$ cat config.mk
export PLATFORM = sky130hd
export DESIGN_NAME = sbd_drive_ctrl
export DESIGN_NICKNAME = d
export VERILOG_FILES = /design/src/core/sbd_pkg.sv /design/src/core/sbd_pwm_if.sv /design/src/core/sbd_drive_ctrl.sv /design/src/core/sbd_pwm_meas.sv
export SDC_FILE = /design/constraint.sdc
export NUM_CORES = 1
export LEC_CHECK = 0
export BUFFER_PORTS_ARGS = -buffer_cell sky130_fd_sc_hd__buf_2
export CAP_MARGIN = 20
export CORE_MARGIN = 2
export CORE_UTILIZATION = 54
export CTS_CLUSTER_DIAMETER = 60
export DETAILED_ROUTE_END_ITERATION = 12
export GPL_TIMING_DRIVEN = 0
export PLACE_DENSITY = 0.71
export RECOVER_POWER = 50
export REMOVE_ABC_BUFFERS = 1
export SYNTH_ARGS = -nofsm -noshare
export SYNTH_HDL_FRONTEND = slang
export SYNTH_SLANG_ARGS = --single-unit
export TNS_END_PERCENT = 20
$ cat constraint.sdc
create_clock -name sys_clk_in -period 80.7 [get_ports sys_clk_in]
set_clock_uncertainty 0.1 [all_clocks]
set_input_delay 16.14 -clock sys_clk_in [delete_from_list [all_inputs] [get_ports sys_clk_in]]
set_output_delay 16.14 -clock sys_clk_in [all_outputs]
set_load 0.01 [all_outputs]
$ cat src/core/sbd_pkg.sv
// shared constants, types and decode functions of the sensorless drive control
package sbd_pkg;

  // ----------------------------------------------------------------
  // clock and timing
  // ----------------------------------------------------------------
  localparam int CLK_KHZ           = 20000;
  localparam int SS_UNIT_MS        = 100;
  localparam int SS_LEVEL_STEPS    = 256;
  localparam int SS_TICK_CYCLES    = SS_UNIT_MS * CLK_KHZ / SS_LEVEL_STEPS;
  localparam int STARTUP_UNIT_US   = 100;
  localparam int STARTUP_UNIT_CYC  = (STARTUP_UNIT_US * CLK_KHZ + 999) / 1000;
  localparam int PWM_SAMPLE_DIV    = 16;
  localparam int PWM_WINDOW_SAMPLES = 255;

  // ----------------------------------------------------------------
  // register offsets
  // ----------------------------------------------------------------
  localparam logic [7:0] REG_CONTROL      = 8'h00;
  localparam logic [7:0] REG_DUTY_LOWER   = 8'h01;
  localparam logic [7:0] REG_DUTY_UPPER   = 8'h02;
  localparam logic [7:0] REG_RANGE_SELECT = 8'h03;
  localparam logic [7:0] REG_SOFT_START   = 8'h04;
  localparam logic [7:0] REG_STARTUP_PER  = 8'h05;
  localparam logic [7:0] REG_LEAD_LOW     = 8'h06;
  localparam logic [7:0] REG_LEAD_HIGH    = 8'h07;
  localparam logic [7:0] REG_LEAD_LIMIT   = 8'h08;
  localparam logic [7:0] REG_STATUS       = 8'h09;
  localparam logic [7:0] REG_MEAS_DUTY    = 8'h0a;
  localparam logic [7:0] REG_DRIVE_DUTY   = 8'h0b;
  localparam logic [7:0] REG_LEAD_ANGLE   = 8'h0c;
  localparam logic [7:0] REG_CURR_LEVEL   = 8'h0d;

  // ----------------------------------------------------------------
  // field positions and reset values
  // ----------------------------------------------------------------
  localparam int CTRL_RUN_BIT      = 0;
  localparam int RSEL_LOW_LSB      = 0;
  localparam int RSEL_HIGH_LSB     = 4;
  localparam int STAT_FAULT_BIT    = 0;
  localparam int STAT_CLOSED_BIT   = 1;
  localparam int STAT_RAMP_BIT     = 2;
  localparam int STAT_STEP_LSB     = 4;
  localparam logic [7:0] RST_DUTY_LOWER = 8'h00;
  localparam logic [7:0] RST_DUTY_UPPER = 8'hff;
  localparam logic [2:0] RST_LOW_SEL    = 3'h0;
  localparam logic [2:0] RST_HIGH_SEL   = 3'h4;
  localparam logic [5:0] RST_SOFT_START = 6'h22;
  localparam logic [7:0] RST_STARTUP    = 8'h32;
  localparam logic [4:0] RST_LEAD_LOW   = 5'h00;
  localparam logic [4:0] RST_LEAD_HIGH  = 5'h00;
  localparam logic [4:0] RST_LEAD_LIMIT = 5'h1f;
  localparam logic [7:0] DUTY_FULL      = 8'hff;
  localparam logic [2:0] LAST_STEP      = 3'h5;

  // ----------------------------------------------------------------
  // behaviour codes outside the mapped range
  // ----------------------------------------------------------------
  localparam logic [2:0] BEH_OFF  = 3'h0;
  localparam logic [2:0] BEH_25   = 3'h1;
  localparam logic [2:0] BEH_50   = 3'h2;
  localparam logic [2:0] BEH_75   = 3'h3;
  localparam logic [2:0] BEH_FULL = 3'h4;

  typedef enum logic [2:0] {
    SBD_STANDBY = 3'b001,
    SBD_OPEN    = 3'b010,
    SBD_CLOSED  = 3'b100
  } sbd_state_t;

  // drive duty chosen by a behaviour select code
  function automatic logic [7:0] sbd_behaviour_duty(input logic [2:0] sel);
    logic [7:0] duty;
    duty = 8'h00;
    case (sel)
      BEH_25:   duty = 8'h40;
      BEH_50:   duty = 8'h80;
      BEH_75:   duty = 8'hc0;
      BEH_FULL: duty = 8'hff;
      default:  duty = 8'h00;
    endcase
    return duty;
  endfunction

endpackage

$ cat src/core/sbd_pwm_if.sv
// measured input pwm duty carried from the measurement block to the control core
interface sbd_pwm_if;
  logic [7:0] duty_code;
  logic       fault;
  logic       update;
  modport meas (output duty_code, output fault, output update);
  modport user (input duty_code, input fault, input update);
endinterface

$ cat src/core/sbd_drive_ctrl.sv
// sensorless drive control core: duty translation, open-loop start, lead angle
module sbd_drive_ctrl #(
  parameter int SS_TICK_CYCLES   = sbd_pkg::SS_TICK_CYCLES,
  parameter int STARTUP_UNIT_CYC = sbd_pkg::STARTUP_UNIT_CYC,
  parameter int PWM_SAMPLE_DIV   = sbd_pkg::PWM_SAMPLE_DIV
) (
  input  wire logic       sys_clk_in,
  input  wire logic       rst_in,
  input  wire logic       pwm_duty_in,
  input  wire logic       bemf_valid_in,
  input  wire logic       bemf_zero_cross_in,
  input  wire logic [7:0] reg_addr_in,
  input  wire logic [7:0] reg_wdata_in,
  input  wire logic       reg_wr_in,
  input  wire logic       reg_rd_in,
  output logic      [7:0] reg_rdata_out,
  output logic      [7:0] drive_duty_out,
  output logic      [7:0] current_limit_level_out,
  output logic      [4:0] lead_angle_out,
  output logic      [2:0] comm_step_out,
  output logic            closed_loop_out,
  output logic            input_fault_out,
  output logic            standby_out
);

  if (SS_TICK_CYCLES < 1 || SS_TICK_CYCLES > 16777215) begin : g_bad_ss
    $error("soft start tick out of range");
  end
  if (STARTUP_UNIT_CYC < 1 || STARTUP_UNIT_CYC > 65535) begin : g_bad_st
    $error("startup unit out of range");
  end

  // ----------------------------------------------------------------
  // input pwm measurement
  // ----------------------------------------------------------------
  sbd_pwm_if pwm_if ();

  sbd_pwm_meas #(
    .SAMPLE_DIV (PWM_SAMPLE_DIV)
  ) u_meas (
    .sys_clk_in  (sys_clk_in),
    .rst_in      (rst_in),
    .pwm_duty_in (pwm_duty_in),
    .meas_if     (pwm_if)
  );

  // ----------------------------------------------------------------
  // register file
  // ----------------------------------------------------------------
  logic       run_q;
  logic [7:0] duty_lower_q;
  logic [7:0] duty_upper_q;
  logic [2:0] low_range_behaviour_select_q;
  logic [2:0] high_range_behaviour_select_q;
  logic [5:0] soft_start_time_q;
  logic [7:0] startup_commutation_period_q;
  logic [4:0] low_speed_lead_angle_q;
  logic [4:0] high_speed_lead_angle_q;
  logic [4:0] lead_angle_max_limit_q;
  logic [7:0] rdata_q;
  sbd_pkg::sbd_state_t state_q;
  sbd_pkg::sbd_state_t state_d;

  // settings written at any time; restricted ones are the host's duty to hold
  always_ff @(posedge sys_clk_in or posedge rst_in)
  begin
    if (rst_in)
    begin
      run_q                         <= 1'b0;
      duty_lower_q                  <= sbd_pkg::RST_DUTY_LOWER;
      duty_upper_q                  <= sbd_pkg::RST_DUTY_UPPER;
      low_range_behaviour_select_q  <= sbd_pkg::RST_LOW_SEL;
      high_range_behaviour_select_q <= sbd_pkg::RST_HIGH_SEL;
      soft_start_time_q             <= sbd_pkg::RST_SOFT_START;
      startup_commutation_period_q  <= sbd_pkg::RST_STARTUP;
      low_speed_lead_angle_q        <= sbd_pkg::RST_LEAD_LOW;
      high_speed_lead_angle_q       <= sbd_pkg::RST_LEAD_HIGH;
      lead_angle_max_limit_q        <= sbd_pkg::RST_LEAD_LIMIT;
    end
    else if (reg_wr_in)
    begin
      case (reg_addr_in)
        sbd_pkg::REG_CONTROL:      run_q <= reg_wdata_in[sbd_pkg::CTRL_RUN_BIT];
        sbd_pkg::REG_DUTY_LOWER:   duty_lower_q <= reg_wdata_in;
        sbd_pkg::REG_DUTY_UPPER:   duty_upper_q <= reg_wdata_in;
        sbd_pkg::REG_RANGE_SELECT:
        begin
          low_range_behaviour_select_q  <= reg_wdata_in[sbd_pkg::RSEL_LOW_LSB +: 3];
          high_range_behaviour_select_q <= reg_wdata_in[sbd_pkg::RSEL_HIGH_LSB +: 3];
        end
        sbd_pkg::REG_SOFT_START:   soft_start_time_q <= reg_wdata_in[5:0];
        sbd_pkg::REG_STARTUP_PER:  startup_commutation_period_q <= reg_wdata_in;
        sbd_pkg::REG_LEAD_LOW:     low_speed_lead_angle_q <= reg_wdata_in[4:0];
        sbd_pkg::REG_LEAD_HIGH:    high_speed_lead_angle_q <= reg_wdata_in[4:0];
        sbd_pkg::REG_LEAD_LIMIT:   lead_angle_max_limit_q <= reg_wdata_in[4:0];
        default:                   run_q <= run_q;
      endcase
    end
  end

  // ----------------------------------------------------------------
  // duty translation
  // ----------------------------------------------------------------
  wire  [7:0]  meas_duty  = pwm_if.duty_code;
  wire         in_fault   = pwm_if.fault;
  wire         below_low  = meas_duty < duty_lower_q;
  wire         above_high = meas_duty > duty_upper_q;
  wire  [7:0]  span       = duty_upper_q - duty_lower_q;
  wire  [15:0] lin_num    = {8'h00, meas_duty - duty_lower_q} * 16'h00ff;
  wire  [15:0] lin_quot   = (span == 8'h00) ? 16'h0000 : lin_num / {8'h00, span};
  wire  [7:0]  lin_duty   = (lin_quot > 16'h00ff) ? 8'hff : lin_quot[7:0];
  wire  [7:0]  low_duty   = sbd_pkg::sbd_behaviour_duty(low_range_behaviour_select_q);
  wire  [7:0]  high_duty  = sbd_pkg::sbd_behaviour_duty(high_range_behaviour_select_q);
  wire  [7:0]  map_duty   = (in_fault || below_low) ? low_duty :
                            above_high              ? high_duty : lin_duty;
  wire         running    = (state_q != sbd_pkg::SBD_STANDBY);
  wire  [7:0]  drive_d    = running ? map_duty : 8'h00;

  // ----------------------------------------------------------------
  // start sequence
  // ----------------------------------------------------------------
  logic [15:0] st_div_q;
  logic [7:0]  st_cnt_q;
  logic [2:0]  step_q;
  logic [23:0] ss_div_q;
  logic [5:0]  ss_cnt_q;
  logic [7:0]  level_q;
  logic [7:0]  drive_q;
  logic [4:0]  lead_q;
  wire         unit_tick  = (st_div_q == 16'(STARTUP_UNIT_CYC - 1));
  wire  [7:0]  per_code   = (startup_commutation_period_q == 8'h00) ? 8'h01 :
                            startup_commutation_period_q;
  wire         comm_open  = unit_tick && (st_cnt_q == per_code - 8'h01);
  wire         open_st    = (state_q == sbd_pkg::SBD_OPEN);
  wire         closed_st  = (state_q == sbd_pkg::SBD_CLOSED);
  wire         step_adv   = (open_st && comm_open) || (closed_st && bemf_zero_cross_in);
  wire  [2:0]  step_next  = (step_q == sbd_pkg::LAST_STEP) ? 3'h0 : step_q + 3'h1;
  wire         ss_tick    = (ss_div_q == 24'(SS_TICK_CYCLES - 1));
  wire         ramp_done  = (level_q == sbd_pkg::DUTY_FULL);
  wire         ss_step    = ss_tick && (ss_cnt_q + 6'h01 >= soft_start_time_q);

  // open loop first, closed loop on valid back-emf
  always_comb
  begin
    state_d = state_q;
    case (state_q)
      sbd_pkg::SBD_STANDBY: if (run_q) state_d = sbd_pkg::SBD_OPEN;
      sbd_pkg::SBD_OPEN:    if (!run_q) state_d = sbd_pkg::SBD_STANDBY;
                            else if (bemf_valid_in) state_d = sbd_pkg::SBD_CLOSED;
      sbd_pkg::SBD_CLOSED:  if (!run_q) state_d = sbd_pkg::SBD_STANDBY;
                            else if (!bemf_valid_in) state_d = sbd_pkg::SBD_OPEN;
      default:              state_d = sbd_pkg::SBD_STANDBY;
    endcase
  end

  always_ff @(posedge sys_clk_in or posedge rst_in)
  begin
    if (rst_in)
    begin
      state_q  <= sbd_pkg::SBD_STANDBY;
      st_div_q <= 16'h0000;
      st_cnt_q <= 8'h00;
      step_q   <= 3'h0;
    end
    else
    begin
      state_q  <= state_d;
      st_div_q <= (!open_st || unit_tick) ? 16'h0000 : st_div_q + 16'h0001;
      if (!open_st || comm_open)
        st_cnt_q <= 8'h00;
      else if (unit_tick)
        st_cnt_q <= st_cnt_q + 8'h01;
      if (!running)
        step_q <= 3'h0;
      else if (step_adv)
        step_q <= step_next;
    end
  end

  // current limit ramps from zero; a zero time code jumps straight to full
  always_ff @(posedge sys_clk_in or posedge rst_in)
  begin
    if (rst_in)
    begin
      ss_div_q <= 24'h00_0000;
      ss_cnt_q <= 6'h00;
      level_q  <= 8'h00;
    end
    else if (!running)
    begin
      ss_div_q <= 24'h00_0000;
      ss_cnt_q <= 6'h00;
      level_q  <= 8'h00;
    end
    else if (!ramp_done)
    begin
      ss_div_q <= ss_tick ? 24'h00_0000 : ss_div_q + 24'h00_0001;
      if (soft_start_time_q == 6'h00)
        level_q <= sbd_pkg::DUTY_FULL;
      else if (ss_step)
      begin
        ss_cnt_q <= 6'h00;
        level_q  <= level_q + 8'h01;
      end
      else if (ss_tick)
        ss_cnt_q <= ss_cnt_q + 6'h01;
    end
  end

  // ----------------------------------------------------------------
  // lead angle
  // ----------------------------------------------------------------
  // weighted blend by output duty
  wire  [12:0] lead_sum   = ({8'h00, low_speed_lead_angle_q} * {5'h00, 8'hff - drive_q}) +
                            ({8'h00, high_speed_lead_angle_q} * {5'h00, drive_q});
  wire  [12:0] lead_quot  = lead_sum / 13'h00ff;
  wire  [4:0]  lead_blend = lead_quot[4:0];
  wire  [4:0]  lead_d     = (lead_blend > lead_angle_max_limit_q) ?
                            lead_angle_max_limit_q : lead_blend;

  // output registers; lead follows the registered drive one cycle later
  always_ff @(posedge sys_clk_in or posedge rst_in)
  begin
    if (rst_in)
    begin
      drive_q <= 8'h00;
      lead_q  <= 5'h00;
    end
    else
    begin
      drive_q <= drive_d;
      lead_q  <= lead_d;
    end
  end

  // ----------------------------------------------------------------
  // register read port
  // ----------------------------------------------------------------
  wire  [7:0]  status_word = {1'b0, step_q, 1'b0, ramp_done, closed_st, in_fault};
  logic [7:0]  read_mux;

  // unmapped offsets read zero; data holds only the cycle after the strobe
  always_comb
  begin
    case (reg_addr_in)
      sbd_pkg::REG_CONTROL:      read_mux = {7'h00, run_q};
      sbd_pkg::REG_DUTY_LOWER:   read_mux = duty_lower_q;
      sbd_pkg::REG_DUTY_UPPER:   read_mux = duty_upper_q;
      sbd_pkg::REG_RANGE_SELECT: read_mux = {1'b0, high_range_behaviour_select_q,
                                             1'b0, low_range_behaviour_select_q};
      sbd_pkg::REG_SOFT_START:   read_mux = {2'h0, soft_start_time_q};
      sbd_pkg::REG_STARTUP_PER:  read_mux = startup_commutation_period_q;
      sbd_pkg::REG_LEAD_LOW:     read_mux = {3'h0, low_speed_lead_angle_q};
      sbd_pkg::REG_LEAD_HIGH:    read_mux = {3'h0, high_speed_lead_angle_q};
      sbd_pkg::REG_LEAD_LIMIT:   read_mux = {3'h0, lead_angle_max_limit_q};
      sbd_pkg::REG_STATUS:       read_mux = status_word;
      sbd_pkg::REG_MEAS_DUTY:    read_mux = meas_duty;
      sbd_pkg::REG_DRIVE_DUTY:   read_mux = drive_q;
      sbd_pkg::REG_LEAD_ANGLE:   read_mux = {3'h0, lead_q};
      sbd_pkg::REG_CURR_LEVEL:   read_mux = level_q;
      default:                   read_mux = 8'h00;
    endcase
  end

  always_ff @(posedge sys_clk_in or posedge rst_in)
  begin
    if (rst_in)
      rdata_q <= 8'h00;
    else
      rdata_q <= reg_rd_in ? read_mux : 8'h00;
  end

  assign reg_rdata_out           = rdata_q;
  assign drive_duty_out          = drive_q;
  assign current_limit_level_out = level_q;
  assign lead_angle_out          = lead_q;
  assign comm_step_out           = step_q;
  assign closed_loop_out         = closed_st;
  assign input_fault_out         = in_fault;
  assign standby_out             = !running;

  // ----------------------------------------------------------------
  // checks
  // ----------------------------------------------------------------
  wire steady = running && !reg_wr_in;

  property p_low_range;
    @(posedge sys_clk_in) disable iff (rst_in)
    steady && !in_fault && below_low |=> drive_q == $past(low_duty);
  endproperty
  a_low_range: assert property (p_low_range) else $error("low range duty wrong");

  property p_mid_ends;
    @(posedge sys_clk_in) disable iff (rst_in)
    steady && !in_fault && (meas_duty == duty_upper_q) && (span != 8'h00)
      |=> drive_q == 8'hff;
  endproperty
  a_mid_ends: assert property (p_mid_ends) else $error("upper threshold not full");

  property p_high_off;
    @(posedge sys_clk_in) disable iff (rst_in)
    steady && !in_fault && above_high && (high_range_behaviour_select_q == sbd_pkg::BEH_OFF)
      |=> drive_q == 8'h00;
  endproperty
  a_high_off: assert property (p_high_off) else $error("high range off wrong");

  property p_high_full;
    @(posedge sys_clk_in) disable iff (rst_in)
    steady && !in_fault && above_high && (high_range_behaviour_select_q == sbd_pkg::BEH_FULL)
      |=> drive_q == 8'hff;
  endproperty
  a_high_full: assert property (p_high_full) else $error("code 4 not full duty");

  property p_closed_needs_bemf;
    @(posedge sys_clk_in) disable iff (rst_in)
    $rose(closed_st) |-> $past(open_st) && $past(bemf_valid_in);
  endproperty
  a_closed_needs_bemf: assert property (p_closed_needs_bemf) else $error("closed without bemf");

  property p_open_period;
    @(posedge sys_clk_in) disable iff (rst_in)
    open_st && $past(open_st) && $changed(step_q) |-> $past(comm_open);
  endproperty
  a_open_period: assert property (p_open_period) else $error("open step off period");

  property p_ramp_rise;
    @(posedge sys_clk_in) disable iff (rst_in)
    $rose(running) |-> level_q == 8'h00 ##1 (level_q <= 8'h01 || soft_start_time_q == 6'h00);
  endproperty
  a_ramp_rise: assert property (p_ramp_rise) else $error("ramp not from zero");

  property p_lead_low;
    @(posedge sys_clk_in) disable iff (rst_in)
    (drive_q == 8'h00) && (low_speed_lead_angle_q <= lead_angle_max_limit_q) && !reg_wr_in
      |=> lead_q == $past(low_speed_lead_angle_q);
  endproperty
  a_lead_low: assert property (p_lead_low) else $error("lead not low-speed at zero");

  property p_lead_clamp;
    @(posedge sys_clk_in) disable iff (rst_in)
    !$past(reg_wr_in) |-> lead_q <= $past(lead_angle_max_limit_q);
  endproperty
  a_lead_clamp: assert property (p_lead_clamp) else $error("lead above limit");

  property p_fault_low;
    @(posedge sys_clk_in) disable iff (rst_in)
    steady && in_fault |=> drive_q == $past(low_duty) && $past(input_fault_out);
  endproperty
  a_fault_low: assert property (p_fault_low) else $error("fault drive wrong");

endmodule

$ cat src/core/sbd_pwm_meas.sv
// input pwm duty measurement over a fixed sampling window
module sbd_pwm_meas #(
  parameter int SAMPLE_DIV = sbd_pkg::PWM_SAMPLE_DIV
) (
  input  wire logic    sys_clk_in,
  input  wire logic    rst_in,
  input  wire logic    pwm_duty_in,
  sbd_pwm_if.meas      meas_if
);

  logic [15:0] div_q;
  logic [7:0]  samp_cnt_q;
  logic [7:0]  high_cnt_q;
  logic        prev_q;
  logic        edge_seen_q;
  logic [7:0]  duty_q;
  logic        fault_q;
  logic        update_q;
  wire         samp_tick  = (div_q == 16'(SAMPLE_DIV - 1));
  wire         win_end    = samp_tick && (samp_cnt_q == 8'(sbd_pkg::PWM_WINDOW_SAMPLES - 1));
  wire  [7:0]  high_next  = high_cnt_q + {7'h00, pwm_duty_in};
  wire         edge_now   = samp_tick && (pwm_duty_in != prev_q);

  if (SAMPLE_DIV < 1 || SAMPLE_DIV > 65535) begin : g_bad_div
    $error("sample divider out of range");
  end

  // window counters; a flat input shows no edge, so it flags a fault
  always_ff @(posedge sys_clk_in or posedge rst_in)
  begin
    if (rst_in)
    begin
      div_q       <= 16'h0000;
      samp_cnt_q  <= 8'h00;
      high_cnt_q  <= 8'h00;
      prev_q      <= 1'b0;
      edge_seen_q <= 1'b0;
      duty_q      <= 8'h00;
      fault_q     <= 1'b1;
      update_q    <= 1'b0;
    end
    else
    begin
      div_q    <= samp_tick ? 16'h0000 : div_q + 16'h0001;
      update_q <= win_end;
      if (samp_tick)
      begin
        prev_q <= pwm_duty_in;
      end
      if (win_end)
      begin
        samp_cnt_q  <= 8'h00;
        high_cnt_q  <= 8'h00;
        edge_seen_q <= 1'b0;
        duty_q      <= high_next;
        fault_q     <= !(edge_seen_q || edge_now);
      end
      else if (samp_tick)
      begin
        samp_cnt_q  <= samp_cnt_q + 8'h01;
        high_cnt_q  <= high_next;
        edge_seen_q <= edge_seen_q || edge_now;
      end
    end
  end

  assign meas_if.duty_code = duty_q;
  assign meas_if.fault     = fault_q;
  assign meas_if.update    = update_q;

endmodule

* Yosys cells after proc, flatten, opt, wreduce, memory -nomap -nowiden
Cells that the tools add are included.
** Operators by class
- Reductions and logical operators :: 32
- Multipliers :: 3
- Multiplexer cells :: 42
- Order comparisons :: 5
- Div/mod/pow operators :: 2
- Add/sub/neg operators :: 14
- Equal/unequal tests :: 41
** Operators with widths (count)
- 2-to-1 mux 8 bit :: 16
- one-hot mux 8 bit (14 select lines) :: 1
- 2-to-1 mux 24 bit :: 3
- one-hot mux 8 bit (4 select lines) :: 2
- == test 8 x 4 -> 1 bit, second input constant :: 6
- 2-to-1 mux 16 bit :: 3
- adder 16 x 1 -> 16 bit, second input constant :: 2
- == test 8 x 3 -> 1 bit, second input constant :: 4
- 2-to-1 mux 6 bit :: 5
- multiplier 5 x 8 -> 13 bit :: 2
- adder 24 x 1 -> 24 bit, second input constant :: 1
- adder 8 x 1 -> 8 bit, second input constant :: 3
- == test 24 x 13 -> 1 bit, second input constant :: 1
- logical NOT 8 bit :: 3
- 2-to-1 mux 3 bit :: 8
- AND reduction 2 bit :: 10
- divider 16 x 8 -> 16 bit :: 1
- == test 16 x 11 -> 1 bit, second input constant :: 1
- == test 16 x 4 -> 1 bit, second input constant :: 1
- == test 8 x 2 -> 1 bit, second input constant :: 2
- == test 8 bit, second input constant :: 2
- greater-than comparator 16 x 8 -> 1 bit, second input constant :: 1
- multiplier 8 x 8 -> 16 bit, second input constant :: 1
- subtractor 8 bit :: 2
- other kinds (30) :: 58
** Word-level totals
- Flip-flop bits (word level) :: 184
- Output and inout bits :: 35
- Logic and storage cells :: 166
- Input port bits :: 23

* Depth between registers and ports, before layout
- Word-level depth :: 9
- Gate-level depth with buffers :: 184

* Hierarchy
From an unflattened synthesis, not the netlist that was laid out.
** Unflattened totals
- Cells, all modules :: 2387
- Area total of the unflattened synthesis :: 20577.2 um2
** By module, submodules not included
- sbd_drive_ctrl :: area an instance 18477.7 um2, cells each 2189, sequential area each 3553.4 um2, instances 1
- sbd_pwm_meas :: area an instance 2099.5 um2, cells each 198, sequential area each 1102.3 um2, instances 1

* Worst setup path before layout
OpenSTA, ideal clock, no wires.
- Path type :: register -> register
- From :: register u_meas.duty_q[0], in the netlist u_meas.meas_if.duty_code[0]
- To :: register drive_q[0], in the netlist drive_duty_out[0]
- Slack :: 45.330 ns
- Stages on the path, launching flop included :: 172
- Data arrival time :: 35.140 ns
- Period minus slack after synthesis :: 35.370 ns
- Path buffers :: 9
- Data required time :: 80.471 ns
- Path through :: dfrtp_1 inv_1 ha_1 inv_1 fa_1 a21oi_1 o211ai_1 a21oi_1 xnor2_1 buf_2 xor2_1 ha_1 inv_1 fa_1 fa_1 inv_1 fa_1 ha_1 [... 136 more ...] o21ai_0 a21o_1 a21o_1 a21o_1 nor3b_2 nand4_4 mux2_1 ha_1 a21oi_1 nor2b_1 o21ai_0 nand2b_1 a21oi_1 nor2b_1 o21ai_0 o2111ai_1 o31ai_1 o21ai_1
** On the way
- Cells in the longest elaborated chain, start to end :: 9
- Elaborated cells on any way between the ends :: 12
- Those cells by class :: 1 x add/sub; 1 x mul; 1 x div; 3 x order compare; 5 x mux; 1 x reduce/logical
** Ends and longest elaborated chain
- start, declared :: RTL line sbd_pwm_meas.sv:16 : logic [7:0] duty_q;
- start signal, assigned :: RTL line sbd_pwm_meas.sv:55 : duty_q <= high_next;
- subtractor 8 bit :: RTL line sbd_drive_ctrl.sv:109 : wire [15:0] lin_num = {8'h00, meas_duty - duty_lower_q} * 16'h00ff;
- multiplier 8 x 8 -> 16 bit :: RTL line sbd_drive_ctrl.sv:109
- divider 16 x 8 -> 16 bit :: RTL line sbd_drive_ctrl.sv:110 : wire [15:0] lin_quot = (span == 8'h00) ? 16'h0000 : lin_num / {8'h00, span};
- 2-to-1 mux 16 bit :: RTL line sbd_drive_ctrl.sv:110
- greater-than comparator 16 x 8 -> 1 bit :: RTL line sbd_drive_ctrl.sv:111 : wire [7:0] lin_duty = (lin_quot > 16'h00ff) ? 8'hff : lin_quot[7:0];
- 2-to-1 mux 8 bit :: RTL line sbd_drive_ctrl.sv:111
- 2-to-1 mux 8 bit :: RTL line sbd_drive_ctrl.sv:115 : above_high ? high_duty : lin_duty;
- 2-to-1 mux 8 bit (*) :: RTL line sbd_drive_ctrl.sv:114 : wire [7:0] map_duty = (in_fault || below_low) ? low_duty :
- 2-to-1 mux 8 bit (*) :: RTL line sbd_drive_ctrl.sv:117 : wire [7:0] drive_d = running ? map_duty : 8'h00;
- named net drive_d[0] :: RTL line sbd_drive_ctrl.sv:117
- end signal, assigned :: RTL line sbd_drive_ctrl.sv:231 : drive_q <= drive_d;
- end, declared :: RTL line sbd_drive_ctrl.sv:128 : logic [7:0] drive_q;
Mark *: on every way through the listed nets, which the timed path passes. The rest lies on a longest branch.
A chain may end at the register's enable or synchronous reset.

* Final worst setup path
- From :: register duty_lower_q[1]
- To :: register drive_q[0], in the netlist drive_duty_out[0]
** On the way
- Cells in the longest elaborated chain, start to end :: 9
- Elaborated cells on any way between the ends :: 13
- Those cells by class :: 2 x add/sub; 1 x mul; 1 x div; 2 x order compare; 5 x mux; 2 x reduce/logical
** Ends and longest elaborated chain
- start, declared :: RTL line sbd_drive_ctrl.sv:51 : logic [7:0] duty_lower_q;
- start signal, assigned :: RTL line sbd_drive_ctrl.sv:70 : duty_lower_q <= sbd_pkg::RST_DUTY_LOWER;
- start signal, assigned :: RTL line sbd_drive_ctrl.sv:84 : sbd_pkg::REG_DUTY_LOWER: duty_lower_q <= reg_wdata_in;
- subtractor 8 bit :: RTL line sbd_drive_ctrl.sv:109
- multiplier 8 x 8 -> 16 bit :: RTL line sbd_drive_ctrl.sv:109
- divider 16 x 8 -> 16 bit :: RTL line sbd_drive_ctrl.sv:110
- 2-to-1 mux 16 bit :: RTL line sbd_drive_ctrl.sv:110
- greater-than comparator 16 x 8 -> 1 bit :: RTL line sbd_drive_ctrl.sv:111
- 2-to-1 mux 8 bit :: RTL line sbd_drive_ctrl.sv:111
- 2-to-1 mux 8 bit :: RTL line sbd_drive_ctrl.sv:115
- 2-to-1 mux 8 bit (*) :: RTL line sbd_drive_ctrl.sv:114
- 2-to-1 mux 8 bit (*) :: RTL line sbd_drive_ctrl.sv:117
- named net drive_d[0] :: RTL line sbd_drive_ctrl.sv:117
Marked as above.

==> results list <==
- On the critical path, the stage with the largest delay is an instance of sky130_fd_sc_hd__a2111oi_4.
- At the end of routability-driven placement, the weighted congestion stood at about 0.89.
- Ranking of synthesized cells by area: sky130_fd_sc_hd__dfrtp_1 20%, sky130_fd_sc_hd__ha_1 13%, sky130_fd_sc_hd__fa_1 7.5%
* Die H: between 150 and 200 µm
- Number of antenna violations at the first check in global routing: 0
* Unrepaired setup endpoints after global routing: no
* Net count reported at finish: 2762
- Summing the areas of all compound-gate instances in the mapped netlist gives about 19% of the synthesized area.
- The floorplan step defined a die boundary enclosing ~40000 µm².
* Main combinational cell family by area after synthesis: adder cells
- Post-CTS setup-driven buffer insertion count: 0
- The clock passes through at most 2 buffers.
- For this configuration, the core starts out at a cell density of a little over half.
- Floorplan row count: 71
- At the pin with the least slew margin, the transition time is ~6.2 ns.
- I/O pins: 58
- CTS resizes: 0
- For this run, asynchronously set or reset flops after synthesis account for 100%.
- Data on the critical path arrives at its endpoint at 41.18 ns.
* Worst max-slew margin expressed relative to the limit: -311%
* Final global-route overflow total: 0
- Detailed router's first-iteration violation count: approximately 1100
- Total count of max-transition violations in the final report: slightly above 200
* CTS tree: yes
- Synth cell types: about 110
- Fraction of the yosys area taken by sequential cells: between 20% and 30%
- Dividing the detail-routed wire length by the instance count gives ~18 µm.
- At the worst endpoint, the required time is just over 80 ns.
- Clock transition at path regs: ~0.070 ns
- After synthesis the cells add up to 20700 µm².
* Share of layout cells above drive strength 1: roughly a tenth
- Crit share post-route: between 50% and 60%
- Number of antenna-violating nets in the routed design: 0
- The worst setup path is of the reg -> reg kind.
* Multiplexer fraction of the synthesized cell area: between 5 and 6%
- Synth top cells by count: 222 x sky130_fd_sc_hd__ha_1, 215 x sky130_fd_sc_hd__nor2_1, 206 x sky130_fd_sc_hd__nand2_1
* Wire length of the first global-routing pass: around 90000 µm
- For this run, the leading register cell type out of synthesis is sky130_fd_sc_hd__dfrtp_1.
- Number of hold buffers added after cts: 0
* Vias: ~18000
* Number of remaining DRC errors: 0
- F_max: 0.0244 GHz
- Largest net degree at the start of global routing: between 100 and 150
- Cell with the most instances on the worst path: sky130_fd_sc_hd__o21a_1
- Along the worst path, the maximum fanout reaches 17.
* Clock buffers created by TritonCTS: 17
- Flip-flop and latch count after synthesis: 184
- The worst hold path belongs to the class reg -> reg.
* Count of fill cells added during filler insertion: 3398
* Setup Total Neg Slack: 0 ns
- Gate count of the mapped netlist: 2407
* Run status: finished with violations
- Synthesized-area fraction occupied by adder cells: between 20% and 30%
- Summing the areas of all xor and xnor instances in the mapped netlist gives just under 7% of the synthesized area.
- Setup violations remaining at the end of the flow were counted as 0.
- The synthesized design spends more area on one cell type than any other, namely sky130_fd_sc_hd__dfrtp_1.
- At the later pin of the worst-skew pair, clock insertion delay measures between 0.4 and 0.5 ns.
* 1st-pass router iterations: 6
- After detailed routing, the total wire length is approximately 53000 µm.
- Delay of the slowest cell on the worst path: slightly above 1 ns
* Core footprint: 37700 µm²
* Share of the synthesized area in the top cell type: approximately a fifth
- Avg Cell Area, Syn: approximately 8.6 µm²
- The wire-length estimate of the detail-placed layout is ~42000 µm.
* CTS Sinks: roughly 180
- Across the run, the number of max-cap violations was 3.
- Yosys Warn Count: 0
- Dividing the detail-routed via count by the number of cells gives 6.11.
- Input/output buffers: between 50 and 60
* Worst Setup Start Kind: register
- The number of global-route vias before repair came to around 18000.
- The final reports fail on capacitance limit, slew limit.
* Area growth from synthesis to layout: 6.76%
* Kind of capture point of the worst setup path: register
* Hold violation total from the final report: 0
* Number of enable-type register cells in the synthesized netlist: 0
- The worst path needs 40.99 ns of the cycle, external delays included.
- Root Buffer Master: sky130_fd_sc_hd__clkbuf_16
- GRT Resource Usage Total: between 20% and 30%
- In the post-synthesis netlist, the cell with the most instances is sky130_fd_sc_hd__ha_1.
* H-tree levels: 4
* Floorplan die width: ~200 µm
- Synthesized-area fraction occupied by and/or/nand/nor cells: roughly 20%
layer usage:
layer	GRT usage, %	vias up	wire (µm)
met5	0	-	0
met4	9.16	0	1500
met3	3.22	94	2660
met2	45.8	491	25100
met1	36.0	8820	24000
li1	-	8723	-
layout by cell type, fill, tap and decap left out, drive strengths merged, types with 19 or more instances in the layout:
| master | synthesis | layout |
|---|---|---|
| o31ai | 26 | 26 |
| a31oi | 31 | 31 |
| inv | 187 | 193 |
| nand2 | 207 | 207 |
| a21oi | 120 | 120 |
| and2 | 39 | 39 |
| o21ai | 119 | 119 |
| o21a | 59 | 59 |
| clkbuf | 41 | 23 |
| ha | 222 | 222 |
| or3 | 27 | 27 |
| and3 | 36 | 36 |
| nand2b | 52 | 52 |
| nand4 | 25 | 25 |
| nand3 | 61 | 61 |
| xor2 | 63 | 63 |
| fa | 77 | 77 |
| a221oi | 19 | 19 |
| a21o | 33 | 33 |
| nor2 | 216 | 216 |
| dfrtp | 163 | 163 |
| nor2b | 36 | 36 |
| mux2i | 22 | 22 |
| dfstp | 21 | 21 |
| nor3 | 68 | 68 |
| buf | 8 | 59 |
| xnor2 | 93 | 93 |
| mux2 | 88 | 88 |
final timing paths:
kind | from | endpoint | slack, ns | depth (start not counted)
max | duty_lower_q[1] | drive_duty_out[0] | 39.71 | 159
min | u_meas.edge_seen_q | u_meas.meas_if.fault | 0.34 | 1
max reg2reg | duty_lower_q[1] | drive_duty_out[0] | 39.71 | 159
min reg2reg | u_meas.edge_seen_q | u_meas.meas_if.fault | 0.34 | 1
max in group asynchronous | rst_in | st_div_q[8] | 57.21 | 3
min in group asynchronous | rst_in | u_meas.div_q[9] | 16.44 | 2
registers in the layout (all words and copies together), names as in the netlist, 6 cells and up:
signal / count
duty_lower_q: 8
st_cnt_q: 8
st_div_q: 16
u_meas.samp_cnt_q: 8
u_meas.high_cnt_q: 8
u_meas.meas_if.duty_code: 8
soft_start_time_q: 6
u_meas.div_q: 16
drive_duty_out: 8
duty_upper_q: 8
ss_div_q: 24
reg_rdata_out: 8
startup_commutation_period_q: 8
current_limit_level_out: 8
ss_cnt_q: 6
metrics by stage:
step | utilization, % | std cells | cell area [µm²] | setup WS (ns) | hold slack, ns
finish | 58.5 | 2965 | 22000 | 39.71 | 0.338
global route | 58.5 | 2964 | 22000 | 36.14 | 0.369
CTS | 58.6 | 2962 | 22100 | 40.07 | 0.338
detailed placement | 57.0 | 2930 | 21500 | 40.22 | 0.325
global placement | 56.8 | 2926 | 21400 | 40.69 | 0.312
floorplan | - | 2358 | 20500 | 45.79 | 0.302
critical path, delay by kind of cell (launching register included):
kind                     cells  cell delay [ns]
buffers and inverters        4             0.39
multiplexers                 8             2.76
adder cells (fa/ha/maj)     21             7.37
AND/OR/NAND/NOR             30             6.53
flip-flops                   1             0.37
XOR/XNOR                     3             1.29
AO/OA/AOI/OAI               93            21.97
layout make-up:
class                           instances  area, µm²  area share [%]
Multi-Input combinational cell       1987      15100            68.7
Antenna cell                            1       2.50          0.0113
Sequential cell                       184       4630            21.0
Tap cell                              511        639            2.90
Clock inverter                         13        150           0.681
Inverter                              187        703            3.19
Timing Repair Buffer                   63        333            1.51
Clock buffer                           19        453            2.05
kinds of logic (layout without fill, tap and decap cells):
family / after synthesis / in the layout
muxes: 110 / 110
buffers and inverters: 236 / 282
xor gates and xnor gates: 157 / 157
AOI/OAI and AO/OA: 578 / 578
other: 1 / 2
and+or+nand+nor: 841 / 841
adders and majority gates: 300 / 300
DFF: 184 / 184
Power is left out: the tool's default activity adds up to more than one toggle a clock period on the data nets, which glitch-free logic cannot reach.
